<file path="config.mk">
export PLATFORM = sky130hd
export DESIGN_NAME = fsc_format_ctrl
export DESIGN_NICKNAME = d
export VERILOG_FILES = /design/src/hdl/fsc_pkg.sv /design/src/hdl/fsc_space_calc.sv /design/src/hdl/fsc_format_ctrl.sv
export VERILOG_INCLUDE_DIRS = /design/src /design/src/hdl
export SDC_FILE = /design/constraint.sdc
export NUM_CORES = 1
export LEC_CHECK = 0
export ABC_AREA = 0
export BUFFER_PORTS_ARGS = -buffer_cell sky130_fd_sc_hd__clkbuf_2
export CELL_PAD_IN_SITES_DETAIL_PLACEMENT = 0
export CELL_PAD_IN_SITES_GLOBAL_PLACEMENT = 1
export CORE_MARGIN = 3
export CORE_UTILIZATION = 50
export DETAILED_ROUTE_END_ITERATION = 16
export PLACE_DENSITY_LB_ADDON = 0.1
export SYNTH_ARGS = -nofsm -noshare
export SYNTH_HDL_FRONTEND = slang
export SYNTH_SLANG_ARGS = --single-unit
</file>
<file path="constraint.sdc">
create_clock -name clock_in -period 8.02 [get_ports clock_in]
set_clock_uncertainty 0.1 [all_clocks]
set_input_delay 0.802 -clock clock_in [delete_from_list [all_inputs] [get_ports clock_in]]
set_output_delay 0.802 -clock clock_in [all_outputs]
set_load 0.005 [all_outputs]
</file>
<file path="src/hdl/fsc_consts.svh">
`ifndef FSC_CONSTS_SVH
`define FSC_CONSTS_SVH
`define FSC_HOME_POS      4'h0
`define FSC_LAST_POS      4'h9
`define FSC_MULT_FACTOR   4'h3
`define FSC_CLK_PERIOD_NS 25
`define FSC_CLR_HOLD_MS   2000
`define FSC_DATA_WAIT_US  1500
`define FSC_PIN_W         58
`endif

</file>
<file path="src/hdl/fsc_pkg.sv">
package fsc_pkg;
  typedef enum logic [2:0] {
    ST_IDLE  = 3'b001,
    ST_CYCLE = 3'b010,
    ST_STEP  = 3'b100
  } fsc_state_type;
  typedef enum logic [1:0] {
    CTL_HOLD    = 2'h0,
    CTL_ADVANCE = 2'h1,
    CTL_CLEAR   = 2'h2
  } fsc_ctl_type;
endpackage : fsc_pkg

</file>
<file path="src/hdl/fsc_space_calc.sv">
`timescale 1ns/1ps
`include "fsc_consts.svh"
module fsc_space_calc
  import fsc_pkg::*;
(
  // Position settings
  input  wire logic        fmt_mode_in,
  input  wire fsc_ctl_type ctl_in,
  input  wire logic [1:0]  space_in,
  input  wire logic        mult_in,
  input  wire logic        stop_paper_in,
  // Result
  output logic [3:0]       spaces_out
);
  always_comb begin
    spaces_out = {2'b00, space_in};
    if (!fmt_mode_in) begin
      if (stop_paper_in) spaces_out = 4'h0;
    end else if (ctl_in != CTL_ADVANCE) begin
      spaces_out = 4'h0;
    end else if (mult_in) begin
      spaces_out = 4'({2'b00, space_in} * `FSC_MULT_FACTOR);
    end else if (stop_paper_in) begin
      spaces_out = 4'h0;
    end
  end
endmodule : fsc_space_calc

</file>
<file path="src/hdl/fsc_format_ctrl.sv">
`timescale 1ns/1ps
`include "fsc_consts.svh"
module fsc_format_ctrl
  import fsc_pkg::*;
#(
  parameter int unsigned CLR_HOLD_CYCLES  =
    (`FSC_CLR_HOLD_MS * 1000000 + `FSC_CLK_PERIOD_NS - 1) / `FSC_CLK_PERIOD_NS,
  parameter int unsigned DATA_WAIT_CYCLES = `FSC_DATA_WAIT_US * 1000 / `FSC_CLK_PERIOD_NS
) (
  // Clock and reset
  input  wire logic        clock_in,
  input  wire logic        rstn_in,
  // Host commands, same clock
  input  wire logic        external_function_command_in,
  input  wire logic        cmd_start_in,
  input  wire logic        cmd_skip_in,
  input  wire logic        cmd_print_in,
  input  wire logic        cmd_stop_paper_in,
  input  wire logic        external_write_command_in,
  input  wire logic        master_clear_in,
  input  wire logic        clear_a_fault_in,
  // Switchboard and printer pins, asynchronous
  input  wire logic [19:0] sw_control_in,
  input  wire logic [19:0] sw_space_in,
  input  wire logic [9:0]  sw_multiply_in,
  input  wire logic        clear_control_in,
  input  wire logic        paper_low_in,
  input  wire logic        overheat_in,
  input  wire logic        interlock_override_in,
  input  wire logic        local_clear_in,
  input  wire logic        cycle_point_in,
  input  wire logic        cycle_end_in,
  input  wire logic        motion_in,
  // Printer drive
  output logic             cycle_run_out,
  output logic             print_out,
  output logic             space_go_out,
  output logic [3:0]       space_count_out,
  output logic [3:0]       format_pos_out,
  output logic             format_mode_out,
  output logic             printer_stop_out,
  // Faults
  output logic             no_paper_lamp_out,
  output logic             jam_lamp_out,
  output logic             missing_data_lamp_out,
  output logic             overheat_lamp_out,
  output logic             fault_a_out,
  output logic             fault_b_out,
  output logic             host_stop_out
);
  logic [`FSC_PIN_W-1:0] pins_s1_q, pins_s2_q;
  logic [19:0]   sw_ctl, sw_spc;
  logic [9:0]    sw_mul;
  logic          clrctl, paper_low, overheat, override, local_clr, point, cyc_end, motion;
  logic          point_d_q, cyc_end_d_q, local_clr_d_q, point_rise, cyc_end_rise;
  fsc_state_type state_q;
  logic [3:0]    pos_q, next_pos, calc_spaces;
  logic          fmt_q, stop_q, print_q, go_q, motion_seen_q, any_fault, jam_now;
  logic [3:0]    space_q;
  fsc_ctl_type   cur_ctl;
  logic [1:0]    cur_space;
  logic          cur_mult, start_ok;
  logic [26:0]   clr_cnt_q;
  logic          clr_force_q;
  logic [15:0]   wait_cnt_q;
  logic          waiting_q;
  logic          no_paper_q, paper_pend_q, jam_q, missing_q, overheat_q;

  function automatic fsc_ctl_type pos_ctl(input logic [19:0] sw, input logic [3:0] p);
    logic [1:0] c;
    c = sw[{p, 1'b0} +: 2];
    if (p == `FSC_HOME_POS) return CTL_HOLD;
    if (c == CTL_ADVANCE) return CTL_ADVANCE;
    if (c == CTL_CLEAR) return CTL_CLEAR;
    return CTL_HOLD;
  endfunction : pos_ctl

  function automatic logic [3:0] pos_after(input logic [3:0] p);
    return (p == `FSC_LAST_POS) ? `FSC_HOME_POS : 4'(p + 4'h1);
  endfunction : pos_after

  // Two-stage synchroniser for all pins
  always_ff @(posedge clock_in or negedge rstn_in) begin
    if (!rstn_in) begin
      pins_s1_q <= '0;
      pins_s2_q <= '0;
    end else begin
      pins_s1_q <= {sw_control_in, sw_space_in, sw_multiply_in, clear_control_in,
                    paper_low_in, overheat_in, interlock_override_in, local_clear_in,
                    cycle_point_in, cycle_end_in, motion_in};
      pins_s2_q <= pins_s1_q;
    end
  end
  assign {sw_ctl, sw_spc, sw_mul, clrctl, paper_low, overheat, override, local_clr,
          point, cyc_end, motion} = pins_s2_q;

  always_ff @(posedge clock_in or negedge rstn_in) begin
    if (!rstn_in) begin
      point_d_q     <= 1'b0;
      cyc_end_d_q   <= 1'b0;
      local_clr_d_q <= 1'b0;
    end else begin
      point_d_q     <= point;
      cyc_end_d_q   <= cyc_end;
      local_clr_d_q <= local_clr;
    end
  end
  assign point_rise   = point && !point_d_q;
  assign cyc_end_rise = cyc_end && !cyc_end_d_q && (state_q == ST_CYCLE);

  assign next_pos  = pos_after(pos_q);
  assign cur_ctl   = pos_ctl(sw_ctl, pos_q);
  assign cur_space = sw_spc[{pos_q, 1'b0} +: 2];
  assign cur_mult  = sw_mul[pos_q];
  assign any_fault = no_paper_q || jam_q || missing_q || overheat_q;
  assign start_ok  = external_function_command_in && cmd_start_in && !any_fault;
  assign jam_now   = (state_q == ST_CYCLE) && motion_seen_q && !motion;

  fsc_space_calc u_calc (
    .fmt_mode_in   (state_q == ST_STEP),
    .ctl_in        (cur_ctl),
    .space_in      (cur_space),
    .mult_in       (cur_mult),
    .stop_paper_in ((state_q == ST_STEP) ? stop_q : cmd_stop_paper_in),
    .spaces_out    (calc_spaces)
  );

  // Sequencer: computer-controlled cycles, format transitions, automatic steps
  always_ff @(posedge clock_in or negedge rstn_in) begin
    if (!rstn_in) begin
      state_q <= ST_IDLE;
      pos_q   <= `FSC_HOME_POS;
      fmt_q   <= 1'b0;
      stop_q  <= 1'b0;
      print_q <= 1'b0;
      go_q    <= 1'b0;
      space_q <= 4'h0;
    end else begin
      go_q <= 1'b0;
      case (state_q)
        ST_IDLE: begin
          if (clr_force_q) begin
            pos_q <= `FSC_HOME_POS;
            fmt_q <= 1'b0;
          end else if (start_ok) begin
            state_q <= ST_CYCLE;
            go_q    <= 1'b1;
            space_q <= calc_spaces;
            print_q <= cmd_print_in;
            stop_q  <= cmd_stop_paper_in;
            if (cmd_skip_in && pos_ctl(sw_ctl, next_pos) == CTL_ADVANCE) begin
              pos_q <= next_pos;
              fmt_q <= 1'b1;
            end
          end
        end
        ST_CYCLE: begin
          if (jam_now) begin
            state_q <= ST_IDLE;
            fmt_q   <= 1'b0;
          end else if (cyc_end_rise) begin
            state_q <= fmt_q ? ST_STEP : ST_IDLE;
            print_q <= 1'b0;
          end
        end
        ST_STEP: begin
          if (clr_force_q || any_fault || cur_ctl == CTL_HOLD) begin
            state_q <= ST_IDLE;
            fmt_q   <= 1'b0;
            if (clr_force_q) pos_q <= `FSC_HOME_POS;
          end else if (cur_ctl == CTL_CLEAR) begin
            pos_q <= next_pos;
          end else begin
            state_q <= ST_CYCLE;
            go_q    <= 1'b1;
            space_q <= calc_spaces;
            pos_q   <= next_pos;
            print_q <= 1'b0;
          end
        end
        default: state_q <= ST_IDLE;
      endcase
    end
  end

  // Clear control hold timer; a short press has no effect
  always_ff @(posedge clock_in or negedge rstn_in) begin
    if (!rstn_in) begin
      clr_cnt_q   <= '0;
      clr_force_q <= 1'b0;
    end else begin
      // Force stands while held, so a press spanning a running cycle still homes
      clr_force_q <= clrctl && (clr_cnt_q >= 27'(CLR_HOLD_CYCLES - 1));
      if (!clrctl) clr_cnt_q <= '0;
      else if (clr_cnt_q != 27'(CLR_HOLD_CYCLES)) clr_cnt_q <= clr_cnt_q + 27'h1;
    end
  end

  // First-field watchdog per cycle point
  always_ff @(posedge clock_in or negedge rstn_in) begin
    if (!rstn_in) begin
      waiting_q  <= 1'b0;
      wait_cnt_q <= '0;
    end else if (point_rise && state_q == ST_CYCLE) begin
      // A field loaded in the cycle the point is seen counts; earlier ones are lost
      waiting_q  <= !external_write_command_in;
      wait_cnt_q <= '0;
    end else if (external_write_command_in || state_q != ST_CYCLE) begin
      waiting_q  <= 1'b0;
    end else if (waiting_q) begin
      wait_cnt_q <= wait_cnt_q + 16'h1;
      if (wait_cnt_q == 16'(DATA_WAIT_CYCLES - 1)) waiting_q <= 1'b0;
    end
  end

  always_ff @(posedge clock_in or negedge rstn_in) begin
    if (!rstn_in) motion_seen_q <= 1'b0;
    // Cleared outside cycles; go arrives too late to mask the first cycle clock
    else if (state_q != ST_CYCLE) motion_seen_q <= 1'b0;
    else if (motion) motion_seen_q <= 1'b1;
  end

  // Fault flags: a set in the same cycle as a clear wins, except paper_pend_q, where the clear on go wins
  always_ff @(posedge clock_in or negedge rstn_in) begin
    if (!rstn_in) begin
      paper_pend_q <= 1'b0;
      no_paper_q   <= 1'b0;
    end else begin
      if (go_q) paper_pend_q <= 1'b0;
      else if (state_q == ST_CYCLE && paper_low) paper_pend_q <= 1'b1;
      // Deferred to cycle end so lines already loaded still print
      if (cyc_end_rise && (paper_pend_q || paper_low)) no_paper_q <= 1'b1;
      else if (local_clr && !local_clr_d_q) no_paper_q <= 1'b0;
    end
  end

  always_ff @(posedge clock_in or negedge rstn_in) begin
    if (!rstn_in) begin
      jam_q     <= 1'b0;
      missing_q <= 1'b0;
    end else begin
      if (jam_now) jam_q <= 1'b1;
      else if (master_clear_in) jam_q <= 1'b0;
      if (waiting_q && !external_write_command_in && state_q == ST_CYCLE &&
          wait_cnt_q == 16'(DATA_WAIT_CYCLES - 1)) missing_q <= 1'b1;
      else if (master_clear_in) missing_q <= 1'b0;
    end
  end

  always_ff @(posedge clock_in or negedge rstn_in) begin
    if (!rstn_in) overheat_q <= 1'b0;
    else if (overheat && !override) overheat_q <= 1'b1;
    else if (clear_a_fault_in) overheat_q <= 1'b0;
  end

  // Registered fault reporting to printer and host
  always_ff @(posedge clock_in or negedge rstn_in) begin
    if (!rstn_in) begin
      fault_a_out      <= 1'b0;
      fault_b_out      <= 1'b0;
      host_stop_out    <= 1'b0;
      printer_stop_out <= 1'b0;
    end else begin
      fault_a_out      <= overheat_q;
      fault_b_out      <= jam_q || missing_q;
      host_stop_out    <= any_fault;
      printer_stop_out <= jam_q || ((missing_q || no_paper_q) && state_q != ST_CYCLE);
    end
  end

  assign cycle_run_out         = state_q[1];
  assign print_out             = print_q;
  assign space_go_out          = go_q;
  assign space_count_out       = space_q;
  assign format_pos_out        = pos_q;
  assign format_mode_out       = fmt_q;
  assign no_paper_lamp_out     = no_paper_q;
  assign jam_lamp_out          = jam_q;
  assign missing_data_lamp_out = missing_q;
  assign overheat_lamp_out     = overheat_q;

  // Checks
  logic [3:0] step_run_q;
  always_ff @(posedge clock_in or negedge rstn_in) begin
    if (!rstn_in) step_run_q <= 4'h0;
    else if (state_q == ST_STEP) step_run_q <= step_run_q + 4'h1;
    else step_run_q <= 4'h0;
  end
endmodule : fsc_format_ctrl

</file>
==> results.json <==
{
  "fmax_mhz": 278,
  "seqCellArea_mm2": 0.00473,
  "ant_nets": 0,
  "yosysSeqAreaShare_pct": 64.7,
  "numCtsBuffers": 17,
  "ys.flop_type": "dfrtp_1",
  "multi_input_area_mm2": 0.00241,
  "hpwl_um": 9090,
  "n_antenna_cell": 0,
  "critPathLaunchType": "flop",
  "rsz0062_at_grt": "false",
  "slew_headroom_pct": 19.2,
  "vias_per_cell": 5.25,
  "p_leak_nw": 3.92,
  "yosysWarningCount": 0,
  "final.setup.worst_slack_ns": 4.43,
  "met2_usage_pct": 28.8,
  "drive_gt1_share_pct": 21.4,
  "cts_tree": "done",
  "use_met1_pct": 23.3,
  "first_pass_iters": 4,
  "routabilityCongestion": 0.841,
  "numPlacedInstances": 824,
  "yosys.area.top_type_share_pct": 64.4,
  "netlist_area_mm2": 0.00731,
  "clkTransAtPathRegs_ns": 0.07,
  "coreArea_mm2": 0.0141,
  "grt_pass1_wl_um": 22700,
  "die_h_um": 127,
  "min_period_ns": 3.59,
  "clk_latency_ns": 0.43,
  "post_cts_resized": 0,
  "netlist-cell-type-count": 71,
  "detailed_place.area_mm2": 0.00789,
  "htreeDepth": 4,
  "clock-sinks": 189,
  "worst_pin_slew_ns": 1.21,
  "busiest_layer": "met2",
  "power_density_mw_per_mm2": 270,
  "syn2layout_area_growth_pct": 16.9,
  "hold_path_class": "reg2reg",
  "final_cell_area_mm2": 0.00854,
  "fin_cells": 856,
  "path_max_fanout": 27,
  "grt_antenna_before_repair": 0,
  "drv_cap": 0,
  "critical_path_class": "reg2reg",
  "arrival_ns": 3.81,
  "ff2ff_path_depth": 8,
  "via_count": 4498,
  "synthesis.nets": 648,
  "finalSetupTns_ns": 0,
  "first_global_vias": 4711,
  "grtUsageTotal_pct": 17.8,
  "post_cts_buffers": 0,
  "rows": 43,
  "drt-initial-drc-count": 241,
  "synth_edf_count": 0,
  "io_pins": 88,
  "nets": 739,
  "wl_per_cell_um": 15.5,
  "setup_viol": 0,
  "hold_viol": 0,
  "avgSynthCellArea_um2": 12.8,
  "die_x_um": 127,
  "period_share_pct": 44.8,
  "post-place-ws_ns": 4.45,
  "worstPathRequired_ns": 8.24,
  "ys_seq_elements": 189,
  "io_buffers": 87,
  "synth_top_area_cell": "dfrtp_1",
  "drt_wl_total_um": 13300,
  "holdBufCountCts": 0,
  "initial_core_util_pct": 51.8,
  "synth_cells": 572,
  "synth_area_leaders": "dfrtp_1, xnor2_1, and2_1",
  "cts_root_buffer": "clkbuf_16",
  "endpoint_kind": "flop",
  "drc": 0,
  "min_path_cells": 0,
  "peakVddDrop_mv": 0.209,
  "grt_util_met3_pct": 5.31,
  "grt_max_degree": 103,
  "clockBufferDepth": 2,
  "design.die.area_mm2": 0.0161,
  "gr-total-overflow": 0,
  "nFillCells": 1128,
  "drv_slew": 0,
  "status": "completed",
  "synthArstFlopShare_pct": 100
}
## sequential cells by signal (all words and copies together), names as in the netlist, 3 cells and up
register         cells
state_q              3
wait_cnt_q          16
pins_s2_q           58
clr_cnt_q           27
format_pos_out       4
pins_s1_q           58
space_count_out      4
## synth_stat cells (7+ instances only)
library cell	count
mux2i_1	17
and2_1	29
nand2_1	37
xnor2_1	23
nor2b_1	9
a21oi_1	10
clkbuf_1	7
nand4_1	14
xor2_1	14
inv_1	16
dfrtp_1	188
o21ai_0	14
nor2_1	41
ha_1	8
and3_1	8
nand3_1	24
## where the power goes
part | internal (mW) | switching (mW)
Sequential | 1.01 | 0.0753
Clock | 0.464 | 0.423
Combinational | 0.158 | 0.169
## per-layer routing
| metal | vias up | part of all wire, % |
|---|---|---|
| li1 | 2182 | - |
| met1 | 2229 | 44 |
| met2 | 78 | 50 |
| met3 | 9 | 5.1 |
| met4 | 0 | 0.82 |
| met5 | - | 0 |
## cells by family (layout without fill, tap and decap cells)
kind of cell    Yosys count  count (layout)  synth area share, %
simple gates            208             208                 16.0
flops                   189             189                 64.7
compound gates           71              71                 6.76
xor+xnor                 37              37                 4.43
buf+inv                  34             138                 2.23
mux                      25              25                 4.49
fa+ha+maj                 8               8                 1.37
## stage by stage
stage	hold WS, ns	total power [mW]	util (%)
6_report	0.251	2.30	60.6
5_1_grt	0.255	2.42	60.6
4_1_cts	0.252	2.33	60.6
3_5_place_dp	0.235	1.44	55.9
3_3_place_gp	0.233	1.43	55.9
2_1_floorplan	0.231	1.33	-
## critical path, cell delays in order, from the launching register on
cell	delay, ns
dfrtp_1	1.15
inv_2	0.09
ha_1	0.44
nor4bb_1	0.18
or4_1	0.58
a311o_1	0.36
a31oi_2	0.23
a21oi_1	0.14
a22o_1	0.20
## final cells by class
type / count / area share (%)
Tap cell: 180 / 2.64
Clock inverter: 15 / 2.72
Multi-Input combinational cell: 349 / 28.2
Inverter: 18 / 0.791
Clock buffer: 17 / 4.98
Sequential cell: 189 / 55.4
Timing Repair Buffer: 88 / 5.26
## placed cells by master (no fill, tap or decap), types with 16 or more instances in the layout
master,count
and2_1,29
clkbuf_16,17
clkbuf_2,86
dfrtp_1,188
inv_1,16
mux2i_1,17
nand2_1,37
nand3_1,24
nor2_1,41
xnor2_1,23
## final timing paths
path / from / endpoint / slack [ns]
setup / recovery: format_pos_out[0]$_DFFE_PN0P_ / format_pos_out[1]$_DFFE_PN0P_ / 4.43
hold / removal: pins_s1_q[4]$_DFF_PN0_ / pins_s2_q[4]$_DFF_PN0_ / 0.25
setup reg to reg: format_pos_out[0]$_DFFE_PN0P_ / format_pos_out[1]$_DFFE_PN0P_ / 4.43
hold reg to reg: pins_s1_q[4]$_DFF_PN0_ / pins_s2_q[4]$_DFF_PN0_ / 0.25
max in group asynchronous: rstn_in / clr_cnt_q[10]$_DFFE_PN0P_ / 5.91
min in group asynchronous: rstn_in / wait_cnt_q[4]$_DFFE_PN0P_ / 0.36
Power figures use the tool's default switching activity.
